<file path="config.mk">
export PLATFORM = sky130hd
export DESIGN_NAME = nvm_shadow_config_regs
export DESIGN_NICKNAME = d
export VERILOG_FILES = /design/src/core/nvm_pkg.sv /design/src/core/nvm_cell_array.sv /design/src/core/nvm_shadow_config_regs.sv
export VERILOG_INCLUDE_DIRS = /design/src /design/src/core
export SDC_FILE = /design/constraint.sdc
export NUM_CORES = 1
export LEC_CHECK = 0
export BUFFER_PORTS_ARGS = -buffer_cell sky130_fd_sc_hd__buf_2
export CELL_PAD_IN_SITES_DETAIL_PLACEMENT = 0
export CELL_PAD_IN_SITES_GLOBAL_PLACEMENT = 1
export CORE_AREA = 2 2 201 203
export CTS_BUF_LIST = sky130_fd_sc_hd__clkbuf_4
export CTS_CLUSTER_DIAMETER = 40
export CTS_CLUSTER_SIZE = 14
export DETAILED_ROUTE_END_ITERATION = 10
export DIE_AREA = 0 0 203 205
export PLACE_DENSITY_LB_ADDON = 0.1
export SYNTH_ARGS = -nofsm -noshare
export SYNTH_HDL_FRONTEND = slang
export SYNTH_HIERARCHICAL = 1
export SYNTH_SLANG_ARGS = --single-unit
</file>
<file path="constraint.sdc">
create_clock -name core_clk -period 8.4 [get_ports core_clk]
set_input_delay 1.68 -clock core_clk [delete_from_list [all_inputs] [get_ports core_clk]]
set_output_delay 1.68 -clock core_clk [all_outputs]
set_load 0.02 [all_outputs]
</file>
<file path="src/core/nvm_defines.svh">
// Register offsets, field positions, reset values and keys of the
// stored-configuration control block.
// Assumes a byte-wide register address and 16-bit register data.
`ifndef NVM_DEFINES_SVH
`define NVM_DEFINES_SVH

// ======================================================================
// Register offsets
`define NVM_ADDR_KEY        8'h31
`define NVM_ADDR_STATUS     8'h32
`define NVM_ADDR_LOCATION   8'h33
`define NVM_ADDR_WDATA      8'h34
`define NVM_ADDR_ACCESS     8'h35
`define NVM_ADDR_RDATA      8'h36
`define NVM_ADDR_HALT       8'h60
`define NVM_ADDR_CFG_BASE   8'h90

// ======================================================================
// Field positions
`define NVM_BIT_SHADOW      12
`define NVM_BIT_RELOAD      8
`define NVM_BIT_WEN         2
`define NVM_MODE_HI         1
`define NVM_MODE_LO         0
`define NVM_BIT_READY       0
`define NVM_BIT_HALT        15
`define NVM_SSM_HI          15
`define NVM_SSM_LO          14
`define NVM_TOL_HI          13
`define NVM_TOL_LO          12
`define NVM_DIV_HI          11
`define NVM_DIV_LO          8
`define NVM_BIT_CYCADJ      7
`define NVM_SHIFT_HI        6
`define NVM_SHIFT_LO        4
`define NVM_MANT_HI         3
`define NVM_MANT_LO         0

// ======================================================================
// Values
`define NVM_UNLOCK_VALUE    16'hc0de
`define NVM_RESET_WORD      16'h0000
`define NVM_TOL_ALWAYS      2'h0
`define NVM_TOL_CLOSED      2'h1
`define NVM_TOL_FIRST_OPEN  2'h2

`endif

</file>
<file path="src/core/nvm_pkg.sv">
// Types shared by the stored-configuration control block.
// Assumes the defines header is compiled alongside.
package nvm_pkg;

  // Sequencer states of the stored-word engine.
  typedef enum logic [1:0] {
    ST_IDLE,
    ST_RELOAD,
    ST_PROGRAM,
    ST_WAIT
  } seq_state_t;

  // Access mode field codes.
  typedef enum logic [1:0] {
    MODE_OFF = 2'h0,
    MODE_SINGLE = 2'h1,
    MODE_MASS = 2'h2,
    MODE_BAD = 2'h3
  } access_mode_t;

endpackage : nvm_pkg

</file>
<file path="src/core/nvm_cell_array.sv">
// Nonvolatile word array holding the stored configuration words.
// Assumes one write at a time; the owner waits for busy to fall.
`timescale 1ns/100ps
`include "nvm_defines.svh"

module nvm_cell_array #(
  parameter int DATA_W = 16,
  parameter int DEPTH = 7,
  parameter int IDX_W = 3,
  parameter int WRITE_CYCLES = 8
) (
  input wire logic core_clk, // Device clock.
  input wire logic rst, // Asynchronous reset, active high.
  input wire logic ce, // Clock enable; freezes all state while low.
  input wire logic wr_en, // Write strobe for one word.
  input wire logic [IDX_W-1:0] wr_idx, // Word index to write.
  input wire logic [DATA_W-1:0] wr_data, // Word to write.
  input wire logic [IDX_W-1:0] rd_idx, // Word index to read.
  output logic [DATA_W-1:0] rd_data, // Combinational read data.
  output logic busy // High while a write is in progress.
);

  // ====================================================================
  // Storage
  logic [DATA_W-1:0] mem [DEPTH];
  logic [DEPTH-1:0] written;
  logic [7:0] busy_cnt;

  // The cells hold no reset; a written mask makes untouched words read
  // as the reset word so nothing unknown leaks out after power-up.
  always_ff @(posedge core_clk)
  begin
    if (ce && wr_en)
      mem[wr_idx] <= wr_data;
  end

  // Track which words have ever been programmed.
  always_ff @(posedge core_clk or posedge rst)
  begin
    if (rst)
      written <= '0;
    else if (ce && wr_en)
      written[wr_idx] <= 1'b1;
  end

  // Program time counter; the cell timing is a stand-in figure.
  always_ff @(posedge core_clk or posedge rst)
  begin
    if (rst)
      busy_cnt <= 8'h00;
    else if (ce)
    begin
      if (wr_en)
        busy_cnt <= 8'(WRITE_CYCLES);
      else if (busy_cnt != 8'h00)
        busy_cnt <= busy_cnt - 8'h01;
    end
  end

  // Read port and busy flag.
  assign rd_data = written[rd_idx] ? mem[rd_idx] : `NVM_RESET_WORD;
  assign busy = (busy_cnt != 8'h00);

endmodule : nvm_cell_array

</file>
<file path="src/core/nvm_shadow_config_regs.sv">
// Register file and sequencer for stored configuration words with
// shadow copies, plus decode of the first configuration word.
// Assumes an external serial front end turns bus transfers into the
// single-cycle register strobes below, synchronous to core_clk.
//
// Summary of operation
// - Shadow select chooses shadow values and readback.
// - Reload copies stored words into shadows.
// - Mode: off, single word, mass; 11 forbidden.
// - Read data holds last single-read word.
// - Unused addresses: no storage, no effects.
// - Halt bit stops motor without sleeping.
// - Halt bit is write-only, reads zero.
// - Spread spectrum select: none, 5, 10, 15.
// - Tach gating by loop state select.
// - Tach frequency is speed over n+1.
// - Cycle adjust: full when 0, half 1.
// - Resistance is mantissa shifted by shift.
// - Location register selects single-access word.
// - Write data register feeds single-word write.
// - Ready bit reports store free for access.
`timescale 1ns/100ps
`include "nvm_defines.svh"

module nvm_shadow_config_regs #(
  parameter int DEPTH = 7,
  parameter int IDX_W = 3,
  parameter int WRITE_CYCLES = 8
) (
  input wire logic core_clk, // Device clock, 200 MHz.
  input wire logic rst, // Asynchronous reset, active high.
  input wire logic ce, // Clock enable.
  input wire logic [7:0] reg_addr, // Register address.
  input wire logic [15:0] reg_wdata, // Register write data.
  input wire logic reg_wr, // Write strobe, one cycle.
  input wire logic reg_rd, // Read strobe, one cycle.
  output logic [15:0] reg_rdata, // Read data, valid after reg_rd.
  input wire logic elec_tick, // One pulse per electrical half-cycle.
  input wire logic closed_loop, // Motor runs in closed loop.
  input wire logic first_open_loop, // Motor is in its first open loop.
  output logic tach_out, // Tach output.
  output logic motor_halt, // Motor control disabled.
  output logic [1:0] spread_spectrum_sel, // Dither select.
  output logic cycle_adjust_sel, // 0 full-cycle, 1 half-cycle.
  output logic [10:0] phase_resistance, // Mantissa shifted by shift.
  output logic nvm_ready // Store ready for access.
);

  // ====================================================================
  // Declarations
  nvm_pkg::seq_state_t state;
  nvm_pkg::access_mode_t mode;
  logic [15:0] unlock_key;
  logic [7:0] single_access_location;
  logic [15:0] single_write_value;
  logic [15:0] single_read_value;
  logic shadow_select;
  logic nvm_reload;
  logic nvm_write_enable;
  logic [15:0] shadow [DEPTH];
  logic [15:0] stored_cfg;
  logic [IDX_W-1:0] seq_idx;
  logic seq_mass;
  logic [15:0] active_cfg;
  logic granted;
  logic [7:0] loc_off;
  logic loc_ok;
  logic [IDX_W-1:0] loc_idx;
  logic acc_wr;
  logic st_wr;
  logic [IDX_W-1:0] st_wr_idx;
  logic [15:0] st_wr_data;
  logic [IDX_W-1:0] st_rd_idx;
  logic [15:0] st_rd_data;
  logic st_busy;
  logic [3:0] tach_cnt;
  logic tach_phase;
  logic tach_gate;
  logic [15:0] next_rdata;

  // ====================================================================
  // Store
  nvm_cell_array #(
    .DATA_W(16),
    .DEPTH(DEPTH),
    .IDX_W(IDX_W),
    .WRITE_CYCLES(WRITE_CYCLES)
  ) u_cells (
    .core_clk(core_clk),
    .rst(rst),
    .ce(ce),
    .wr_en(st_wr),
    .wr_idx(st_wr_idx),
    .wr_data(st_wr_data),
    .rd_idx(st_rd_idx),
    .rd_data(st_rd_data),
    .busy(st_busy)
  );

  // ====================================================================
  // Access decode
  // key and mode gate
  assign granted = (unlock_key == `NVM_UNLOCK_VALUE) &&
                   (mode == nvm_pkg::MODE_SINGLE || mode == nvm_pkg::MODE_MASS);
  assign loc_off = single_access_location - `NVM_ADDR_CFG_BASE;
  assign loc_ok = (single_access_location >= `NVM_ADDR_CFG_BASE) && (loc_off < 8'(DEPTH));
  assign loc_idx = loc_off[IDX_W-1:0];
  assign acc_wr = reg_wr && (reg_addr == `NVM_ADDR_ACCESS);

  // Store port drive; the read index follows the sequencer during reload only.
  assign st_wr = ce && (state == nvm_pkg::ST_PROGRAM) && !st_busy;
  assign st_wr_idx = seq_idx;
  assign st_wr_data = seq_mass ? shadow[seq_idx] : single_write_value;
  assign st_rd_idx = (state == nvm_pkg::ST_RELOAD) ? seq_idx : loc_idx;

  // shadow or stored word drives the device
  assign active_cfg = shadow_select ? shadow[0] : stored_cfg;

  // ====================================================================
  // Host-written control registers
  always_ff @(posedge core_clk or posedge rst)
  begin
    if (rst)
    begin
      unlock_key <= `NVM_RESET_WORD;
      single_access_location <= 8'h00;
      single_write_value <= `NVM_RESET_WORD;
      shadow_select <= 1'b0;
      mode <= nvm_pkg::MODE_OFF;
      motor_halt <= 1'b0;
    end
    else if (ce && reg_wr)
    begin
      if (reg_addr == `NVM_ADDR_KEY)
        unlock_key <= reg_wdata;
      else if (reg_addr == `NVM_ADDR_LOCATION)
        single_access_location <= reg_wdata[7:0];
      else if (reg_addr == `NVM_ADDR_WDATA)
        single_write_value <= reg_wdata;
      else if (reg_addr == `NVM_ADDR_ACCESS)
      begin
        shadow_select <= reg_wdata[`NVM_BIT_SHADOW];
        mode <= nvm_pkg::access_mode_t'(reg_wdata[`NVM_MODE_HI:`NVM_MODE_LO]);
      end
      else if (reg_addr == `NVM_ADDR_HALT)
        motor_halt <= reg_wdata[`NVM_BIT_HALT];
    end
  end

  // ====================================================================
  // Sequencer: reload, single and mass programming
  // The trigger bits read back as 1 until their operation ends, so
  // software can poll either them or the ready bit.
  always_ff @(posedge core_clk or posedge rst)
  begin
    if (rst)
    begin
      state <= nvm_pkg::ST_IDLE;
      seq_idx <= '0;
      seq_mass <= 1'b0;
      nvm_reload <= 1'b0;
      nvm_write_enable <= 1'b0;
    end
    else if (ce)
    begin
      case (state)
        nvm_pkg::ST_IDLE:
        begin
          // reload wins over a write request
          if (acc_wr && granted && !st_busy && reg_wdata[`NVM_BIT_RELOAD])
          begin
            nvm_reload <= 1'b1;
            seq_idx <= '0;
            state <= nvm_pkg::ST_RELOAD;
          end
          else if (acc_wr && granted && !st_busy && reg_wdata[`NVM_BIT_WEN])
          begin
            if (reg_wdata[`NVM_MODE_HI:`NVM_MODE_LO] == nvm_pkg::MODE_MASS)
            begin
              nvm_write_enable <= 1'b1;
              seq_mass <= 1'b1;
              seq_idx <= '0;
              state <= nvm_pkg::ST_PROGRAM;
            end
            else if (loc_ok && mode == nvm_pkg::MODE_SINGLE)
            begin
              nvm_write_enable <= 1'b1;
              seq_mass <= 1'b0;
              seq_idx <= loc_idx;
              state <= nvm_pkg::ST_PROGRAM;
            end
          end
        end
        nvm_pkg::ST_RELOAD:
        begin
          if (seq_idx == IDX_W'(DEPTH - 1))
          begin
            nvm_reload <= 1'b0;
            state <= nvm_pkg::ST_IDLE;
          end
          else
            seq_idx <= seq_idx + 1'b1;
        end
        nvm_pkg::ST_PROGRAM:
        begin
          if (!st_busy)
            state <= nvm_pkg::ST_WAIT;
        end
        nvm_pkg::ST_WAIT:
        begin
          if (!st_busy)
          begin
            if (seq_mass && seq_idx != IDX_W'(DEPTH - 1))
            begin
              seq_idx <= seq_idx + 1'b1;
              state <= nvm_pkg::ST_PROGRAM;
            end
            else
            begin
              nvm_write_enable <= 1'b0;
              state <= nvm_pkg::ST_IDLE;
            end
          end
        end
        default:
          state <= nvm_pkg::ST_IDLE;
      endcase
    end
  end

  // ====================================================================
  // Shadow words: host writes to the word window, reload fills them.
  // Only the first word is decoded here; the rest are kept for mass
  // programming and are not read back.
  for (genvar gi = 0; gi < DEPTH; gi++)
  begin : g_shadow
    always_ff @(posedge core_clk or posedge rst)
    begin
      if (rst)
        shadow[gi] <= `NVM_RESET_WORD;
      else if (ce)
      begin
        if (state == nvm_pkg::ST_RELOAD && seq_idx == IDX_W'(gi))
          shadow[gi] <= st_rd_data;
        else if (reg_wr && reg_addr == `NVM_ADDR_CFG_BASE + 8'(gi))
          shadow[gi] <= reg_wdata;
      end
    end
  end

  // Mirror of the first stored word, kept in step with programming.
  always_ff @(posedge core_clk or posedge rst)
  begin
    if (rst)
      stored_cfg <= `NVM_RESET_WORD;
    else if (ce && st_wr && st_wr_idx == '0)
      stored_cfg <= st_wr_data;
  end

  // single read captures selected word
  // A read is taken on every idle, unlocked single-mode cycle with a valid location, no cell write running and no register write.
  always_ff @(posedge core_clk or posedge rst)
  begin
    if (rst)
      single_read_value <= `NVM_RESET_WORD;
    else if (ce && state == nvm_pkg::ST_IDLE && !st_busy && loc_ok && granted &&
             mode == nvm_pkg::MODE_SINGLE && !reg_wr)
      single_read_value <= st_rd_data;
  end

  // ====================================================================
  // Register readback
  always_comb
  begin
    next_rdata = 16'h0000;
    if (reg_addr == `NVM_ADDR_KEY)
      next_rdata = unlock_key;
    else if (reg_addr == `NVM_ADDR_STATUS)
      next_rdata[`NVM_BIT_READY] = nvm_ready;
    else if (reg_addr == `NVM_ADDR_LOCATION)
      next_rdata[7:0] = single_access_location;
    else if (reg_addr == `NVM_ADDR_WDATA)
      next_rdata = single_write_value;
    else if (reg_addr == `NVM_ADDR_ACCESS)
    begin
      next_rdata[`NVM_BIT_SHADOW] = shadow_select;
      next_rdata[`NVM_BIT_RELOAD] = nvm_reload;
      next_rdata[`NVM_BIT_WEN] = nvm_write_enable;
      next_rdata[`NVM_MODE_HI:`NVM_MODE_LO] = mode;
    end
    else if (reg_addr == `NVM_ADDR_RDATA)
      next_rdata = single_read_value;
    else if (reg_addr == `NVM_ADDR_HALT)
      next_rdata = 16'h0000;
    else if (reg_addr == `NVM_ADDR_CFG_BASE)
      next_rdata = active_cfg;
    else
      next_rdata = 16'h0000;
  end

  // Read data register; held between reads.
  always_ff @(posedge core_clk or posedge rst)
  begin
    if (rst)
      reg_rdata <= 16'h0000;
    else if (ce && reg_rd)
      reg_rdata <= next_rdata;
  end

  // Ready when the sequencer is idle and no cell write is running.
  always_ff @(posedge core_clk or posedge rst)
  begin
    if (rst)
      nvm_ready <= 1'b0;
    else if (ce)
      nvm_ready <= (state == nvm_pkg::ST_IDLE) && !st_busy;
  end

  // ====================================================================
  // Configuration decode
  always_ff @(posedge core_clk or posedge rst)
  begin
    if (rst)
    begin
      spread_spectrum_sel <= 2'h0;
      cycle_adjust_sel <= 1'b0;
      phase_resistance <= 11'h000;
    end
    else if (ce)
    begin
      spread_spectrum_sel <= active_cfg[`NVM_SSM_HI:`NVM_SSM_LO];
      cycle_adjust_sel <= active_cfg[`NVM_BIT_CYCADJ];
      phase_resistance <= 11'(active_cfg[`NVM_MANT_HI:`NVM_MANT_LO])
                          << active_cfg[`NVM_SHIFT_HI:`NVM_SHIFT_LO];
    end
  end

  // tach gate by loop state
  // Reserved code 11 keeps the tach quiet rather than guessing a mode.
  always_comb
  begin
    case (active_cfg[`NVM_TOL_HI:`NVM_TOL_LO])
      `NVM_TOL_ALWAYS: tach_gate = 1'b1;
      `NVM_TOL_CLOSED: tach_gate = closed_loop;
      `NVM_TOL_FIRST_OPEN: tach_gate = closed_loop || first_open_loop;
      default: tach_gate = 1'b0;
    endcase
  end

  // divide by n plus one
  // Two ticks per electrical cycle, toggling every n+1 ticks.
  always_ff @(posedge core_clk or posedge rst)
  begin
    if (rst)
    begin
      tach_cnt <= 4'h0;
      tach_phase <= 1'b0;
    end
    else if (ce && elec_tick)
    begin
      if (tach_cnt >= active_cfg[`NVM_DIV_HI:`NVM_DIV_LO])
      begin
        tach_cnt <= 4'h0;
        tach_phase <= ~tach_phase;
      end
      else
        tach_cnt <= tach_cnt + 4'h1;
    end
  end

  // Gated tach output, low while gated off.
  always_ff @(posedge core_clk or posedge rst)
  begin
    if (rst)
      tach_out <= 1'b0;
    else if (ce)
      tach_out <= tach_gate && tach_phase;
  end

endmodule : nvm_shadow_config_regs

</file>
==> results of run 1 <==
==> sequential cells by signal (all words and copies together) (netlist names), 2 cells and up <==
register                cells
tach_cnt                    4
mode                        2
reg_rdata                  16
seq_idx                     3
single_access_location      8
spread_spectrum_sel         2
single_read_value          16
unlock_key                 16
state                       2
u_cells/mem               112
shadow                    112
phase_resistance           11
single_write_value         16
u_cells/written             7
stored_cfg                 16
u_cells/busy_cnt            8
==> layer usage <==
metal / vias up / global-route usage (%) / share of wire [%]
li1: 5688 / - / -
met1: 6307 / 35.16 / 45
met2: 308 / 41.63 / 47
met3: 112 / 4.057 / 4.8
met4: 0 / 11.37 / 4.0
met5: - / 0 / 0
==> synth_stat cells (7+ instances only) <==
cell       number  area, um^2
dfrtp_1       248        6206
mux2i_1       168        1682
o21ai_0       143       715.7
nand2_1       142       533.0
mux2_2        113        1272
edfxtp_1      112        3363
nor2_1         68       255.2
a21oi_1        52       260.3
clkbuf_1       51       191.4
inv_1          44       165.2
buf_2          36       180.2
o211ai_1       33       247.7
nand3_1        24       120.1
nand2b_1       22       137.6
a221o_1        17       170.2
mux4_2         17       382.9
a211oi_1       16       120.1
o22a_1         16       140.1
buf_1          14       52.55
ha_1           13       162.7
a31oi_1         9       56.30
nor2b_1         8       50.05
o2bb2ai_1       8       70.07
a221oi_1        7       61.31
o22ai_1         7       43.79
or2_2           7       43.79
==> power groups by stage <==
stage	sequential [uW]	clock, uW	combinational [uW]
after floorplan	1920	0	160
after global placement	1930	0	230
after detailed placement	1930	0	234
after CTS	1890	1470	235
after global routing	1900	1550	262
final	1890	1430	234
==> final cells by class <==
cell class,instances,share of cell area (%)
diodes,2,0.02567
clock buffers,60,2.310
clock inverters,43,2.727
inverters,45,0.9047
multi-input cells,986,38.18
flip-flops and latches,360,49.07
well taps,525,3.369
repair buffers,110,3.414
==> critical path: stages, from the launching register on <==
cell and delay [ns]:
dfrtp_1 0.39, inv_1 0.13, ha_1 0.15, nor4b_2 0.56
nand2_1 0.42, nand3b_1 0.30, nor2_1 0.66, nand3_1 1.04
mux2_2 0.62
==> how the worst max path moves through the flow <==
| stage | from | end | slack [ns] | cells after the start |
|---|---|---|---|---|
| 3_5_place_dp | ce | stored_cfg[13] | 3.52 | 6 |
| 6_report | u_cells/busy_cnt[0] | stored_cfg[5] | 4.01 | 8 |
| 2_1_floorplan | rst | cycle_adjust_sel | 0.33 | 1 |
| 4_1_cts | u_cells/busy_cnt[0] | stored_cfg[5] | 4.06 | 8 |
| 5_1_grt | u_cells/busy_cnt[0] | stored_cfg[5] | 3.72 | 8 |
| 3_3_place_gp | ce | stored_cfg[13] | 3.64 | 6 |
==> per-stage QoR <==
step	hold WS (ns)	instance area [um^2]	utilization (%)	std cells	power, uW
3_3_place_gp	0.4509	18510	47.03	2026	2159
6_report	0.4771	19500	49.53	2131	3557
4_1_cts	0.4842	19490	49.52	2129	3597
2_1_floorplan	0.4337	17600	-	1501	2082
3_5_place_dp	0.4552	18510	47.03	2026	2163
5_1_grt	0.5023	19500	49.53	2130	3711
==> cell families after synthesis <==
kind of cell               after synthesis  synth area share, %
DFF                                    360                54.38
AOI/OAI and AO/OA                      352                12.92
and+or+nand+nor                        321                8.866
muxes                                  299                19.05
buffers and inverters                  155                3.818
adders and majority gates               13               0.9243
xor gates and xnor gates                 1              0.04978
==> metrics.txt, run 1 <==
run status finished, final reports clean; I/O pin count 65; Clock power frac 40.1%; Tightest Hold Check Type reg -> reg; main flop type after synthesis dfrtp_1; maxcap violations 0; period utilization 52.28%; CTS Buffer Depth 3; initial DRC count 952; worst hold path depth 2; Setup Skew 0.04667 ns; Critical Path End Type register; cts bufs inserted 55; CP Max Fanout 16; total die area 41620 um^2; Cell variety after synth 75; Avg Cell Area, Syn 11.72 um^2; Pins Over Slew Limit 0; row count 73; net count after synthesis 1546; synthesis-to-finish area growth 10.81%; share of power burned in registers 53.3%; sequential cell area 9569 um^2; Hold Violations, Final 0; Hold Crit Start shadow[37]; vias in the first global route 12620; Vias per Instance 5.826; wire per inst 24.71 um; clock latency on the worst-skew pair 0.82 ns; Setup WS pre-CTS 3.517 ns; Peak Freq 0.2277 GHz; Setup-failing EPs final 0; RR Startpoint u_cells/busy_cnt[0]; Worst Hold Endpoint shadow[37]; unrepaired setup endpoints after global routing no; Net count, final 1603; GR Util All Layers 25.99%; global-route wire length before repair 79940 um; H-tree depth 2; clock root buffer clkbuf_4; port bufs 64; most common cell after layout, fill and taps aside dfrtp_1; total number of vias 12420; most frequent cells in the layout 248 x dfrtp_1, 168 x mux2i_1, 142 x nand2_1; Slew headroom 15.52%; Setup Buffers After CTS 0; Critical Path AT 5.05 ns; Worst-path clk slew 0.08 ns; async set or reset register ratio after synthesis 68.89%; FF+latch count, synth 360; Antenna Violating Nets Remaining 0; Final WS setup 4.008 ns; post-DP HPWL 34120 um; CTS tree yes; Chip Height 205 um; DR DRC count 0; ratio of cells with drive above 1 in the final layout 23.63%; Core Area 39370 um^2; sequential area share after synthesis 54.38%; CTS Sinks 360; EDFF count, synth 112; Critical Path RT 9.06 ns; R2R cell count 8; drt pass-1 iters 5; P_int 2629 uW; die width 203 um; Total Wirelength 52670 um; Initial Util 44.70%; Crit Path Category reg -> reg; routability cong. 0.8606; Cell Area, Synth 17600 um^2; worst-margin pin slew 1.254 ns; crit start category register; Comb pwr share 6.6%; switch share 26.09%; Reg-to-Reg End stored_cfg[5]; Tmin final 4.392 ns; leak pwr 0.008417 uW; cts repair resizes 0; Syn. warnings 6; GRT overflow 0; fill count 3641; peak supply drop 0.0001133 V; largest net degree at the start of global routing 116; initial antenna violation count 2; Syn Inst Count 1501; hold buffers post-CTS 0; Power Density 182.4 nW/um^2; Setup TNS Final 0 ns; area of the multi-input gates 7445 um^2; reg2reg setup slack 4.01 ns; total net switching power 927.8 uW
No activity file was read; power rests on OpenSTA's default activity.
==> run 2: changes to the inputs <==
Settings changed: ABC_AREA from default to 1, CORE_AREA 2 2 201 203 to 2 2 202 204, DIE_AREA 0 0 203 205 to 0 0 204 206.
Clock period 8.4 ns to 4.1 ns, I/O delays scaled along.
==> metrics.txt, run 2 <==
total number of vias 15180 (+22%); most used routing layer met2; peak supply drop 0.0002379 V (+110%); Antenna Violating Nets Remaining 0 (unchanged); worst-margin pin slew 1.052 ns (-0.2018 ns); met2 Usage GRT 45.12% (+3.5 points); leak pwr 0.008647 uW (+2.7%); EDFF count, synth 112 (unchanged); Crit Path Category reg -> reg; final non-filler cell total 2738 (+28%); Total Wirelength 59840 um (+14%); Pins Over Slew Limit 0 (unchanged); DR DRC count 0 (unchanged); row count 74 (+1.4%); clock root buffer clkbuf_4; largest net degree at the start of global routing 126 (+8.6%); CTS Buffer Depth 3 (unchanged); drt pass-1 iters 5 (unchanged); Vias per Instance 5.544 (-4.8%); cts bufs inserted 60 (+9.1%); Setup Buffers After CTS 0 (unchanged); net count after synthesis 2130 (+38%); GR Util All Layers 29.13% (+3.1 points); total die area 42020 um^2 (+0.98%); crit start category register; GR met3 Demand/Resource 7.411% (+3.4 points); wire per inst 21.86 um (-12%); unrepaired setup endpoints after global routing no; period utilization 87.06% (+35 points); Cell Area, Synth 17810 um^2 (+1.2%); top-area cell type share of the netlist area 34.84% (-0.43 points); maxcap violations 0 (unchanged); async set or reset register ratio after synthesis 68.89% (unchanged); Cell variety after synth 43 (-43%); sequential area share after synthesis 53.72% (-0.66 points); GRT overflow 0 (unchanged); main flop type after synthesis dfrtp_1; vias in the first global route 14640 (+16%); Cell Count Post-Placement 2627 (+30%); synth top area cells dfrtp_1 35%, edfxtp_1 19%, nand2_1 9.6%; Power Density 396.7 nW/um^2 (+120%); overall power 7807 uW (+120%); most common cell after layout, fill and taps aside nand2_1; ratio of cells with drive above 1 in the final layout 12.57% (-11 points); FF+latch count, synth 360 (unchanged); Syn Inst Count 2085 (+39%); run status finished, final reports clean; CTS Sinks 360 (unchanged); die width 204 um (+0.49%); initial antenna violation count 4 (+2); reg2reg setup slack 0.53 ns (-3.48 ns); Post-synth top cells 456 x nand2_1, 303 x o21ai_0, 248 x dfrtp_1, 202 x inv_1, 188 x nor2_1; Top Registers shadow x112, u_cells/mem x112; global-route wire length before repair 90560 um (+13%); I/O pin count 65 (unchanged); Net count, final 2202 (+37%); H-tree depth 2 (unchanged); most common cell in the synthesized netlist nand2_1; Peak Freq 0.2802 GHz (+23%); post-DP HPWL 38740 um (+14%); Slew headroom 29.86% (+14 points); Setup TNS Final 0 ns (unchanged); Critical Path RT 4.86 ns (-4.20 ns); Critical Path AT 4.33 ns (-0.72 ns); Initial Util 44.33% (-0.37 points); fill count 3999 (+9.8%); hold buffers post-CTS 0 (unchanged); CP Max Fanout 33 (+17); R2R cell count 14 (+6); Core Area 40180 um^2 (+2.1%); Setup-failing EPs final 0 (unchanged); Syn. warnings 6 (unchanged); Hold Violations, Final 0 (unchanged); cts repair resizes 0 (unchanged); Worst-path clk slew 0.11 ns (+0.03 ns); Tmin final 3.569 ns (-0.8224 ns); Avg Cell Area, Syn 8.544 um^2 (-27%); routability cong. 0.8779 (+2.0%); clock latency on the worst-skew pair 0.85 ns (+0.03 ns); Critical Path End Type register; routing usage on met1 39.47% (+4.3 points); Tightest Hold Check Type in -> async; CTS tree yes; synthesis-to-finish area growth 10.47%; Chip Height 206 um (+0.49%); port bufs 64 (unchanged); most frequent cells in the layout 456 x nand2_1, 300 x o21ai_0, 246 x dfrtp_1; initial DRC count 1286 (+35%); Synth area leader dfrtp_1; Setup Skew 0.04398 ns (-0.002693 ns)
run 2: changes by cell type after synthesis, moves of 59 or more:
cell / before / now
inv_1: 44 / 202
nor2_1: 68 / 188
mux2_2: 113 / 0
o21ai_0: 143 / 303
mux2i_1: 168 / 1
nand2_1: 142 / 456
o211ai_1: 33 / 121
nand3_1: 24 / 83
run 2: report_power, final:
group	internal (uW)	total (uW)	switching (uW)	leakage (uW)
combinational	269	825	556	0.00393
sequential	3870	3990	120	0.00419
clock	1460	2990	1530	0.000523
total	5600	7810	2210	0.00865
run 2: area by class of cell:
| cell class | instances | area [um^2] | area share, % |
|---|---|---|---|
| inverter | 212 | 804.5 | 4.088 |
| sequential | 360 | 9572 | 48.64 |
| tap | 532 | 665.6 | 3.382 |
| antenna | 3 | 7.507 | 0.03815 |
| clock buffer | 66 | 495.5 | 2.518 |
| multi-input combinational | 1397 | 6834 | 34.73 |
| clock inverter | 42 | 503.0 | 2.556 |
| timing repair buffer | 126 | 798.3 | 4.056 |
run 2: layer usage:
layer / up-vias / share of wire (%)
met5: - / 0.018
met4: 2 / 3.1
met3: 113 / 9.0
met2: 567 / 45
met1: 7317 / 43
li1: 7181 / -
run 2: worst paths after layout:
| path | from | endpoint |
|---|---|---|
| min | rst | u_cells/written[5] |
| min reg2reg | tach_phase | tach_phase |
| max reg2reg | state[0] | shadow[0] |
| max | state[0] | shadow[0] |
| max in group asynchronous | rst | shadow[108] |
| min in group core_clk | reg_wdata[9] | shadow[9] |
run 2: logic make-up (layout without fill, tap and decap cells):
logic type / Yosys count / count (layout) / synth area share, %
AND/OR/NAND/NOR: 769 / 769 / 17.76
AO/OA/AOI/OAI: 609 / 609 / 19.27
flip-flops: 360 / 360 / 53.72
buffers and inverters: 328 / 446 / 8.035
adder cells (fa/ha/maj): 13 / 13 / 0.9131
XOR/XNOR: 5 / 5 / 0.2459
multiplexers: 1 / 1 / 0.05619
other: 0 / 3 / 0
run 2: metrics by stage:
| step | hold WS, ns | setup WS (ns) | util, % | area (um^2) |
|---|---|---|---|---|
| 2_1_floorplan | 0.4276 | 0.2301 | - | 17820 |
| 3_3_place_gp | 0.4493 | 0.6361 | 46.47 | 18670 |
| 3_5_place_dp | 0.4538 | 0.5561 | 46.47 | 18670 |
| 4_1_cts | 0.02807 | 0.5111 | 48.96 | 19670 |
| 5_1_grt | 0.1138 | 0.1671 | 48.97 | 19680 |
| 6_report | 0.08999 | 0.5307 | 48.98 | 19680 |
run 2: worst max-delay path, cell delays in order, from the launching register on:
cell	delay (ns)
dfrtp_1	0.48
inv_2	0.11
nor2_4	0.28
inv_4	0.13
o21ai_4	0.47
buf_4	0.46
buf_4	0.22
nand2_1	0.05
nand3_1	0.08
o211ai_1	0.09
a21oi_1	0.65
inv_1	0.16
nand2_1	0.11
o211ai_1	0.09
o21ai_0	0.10
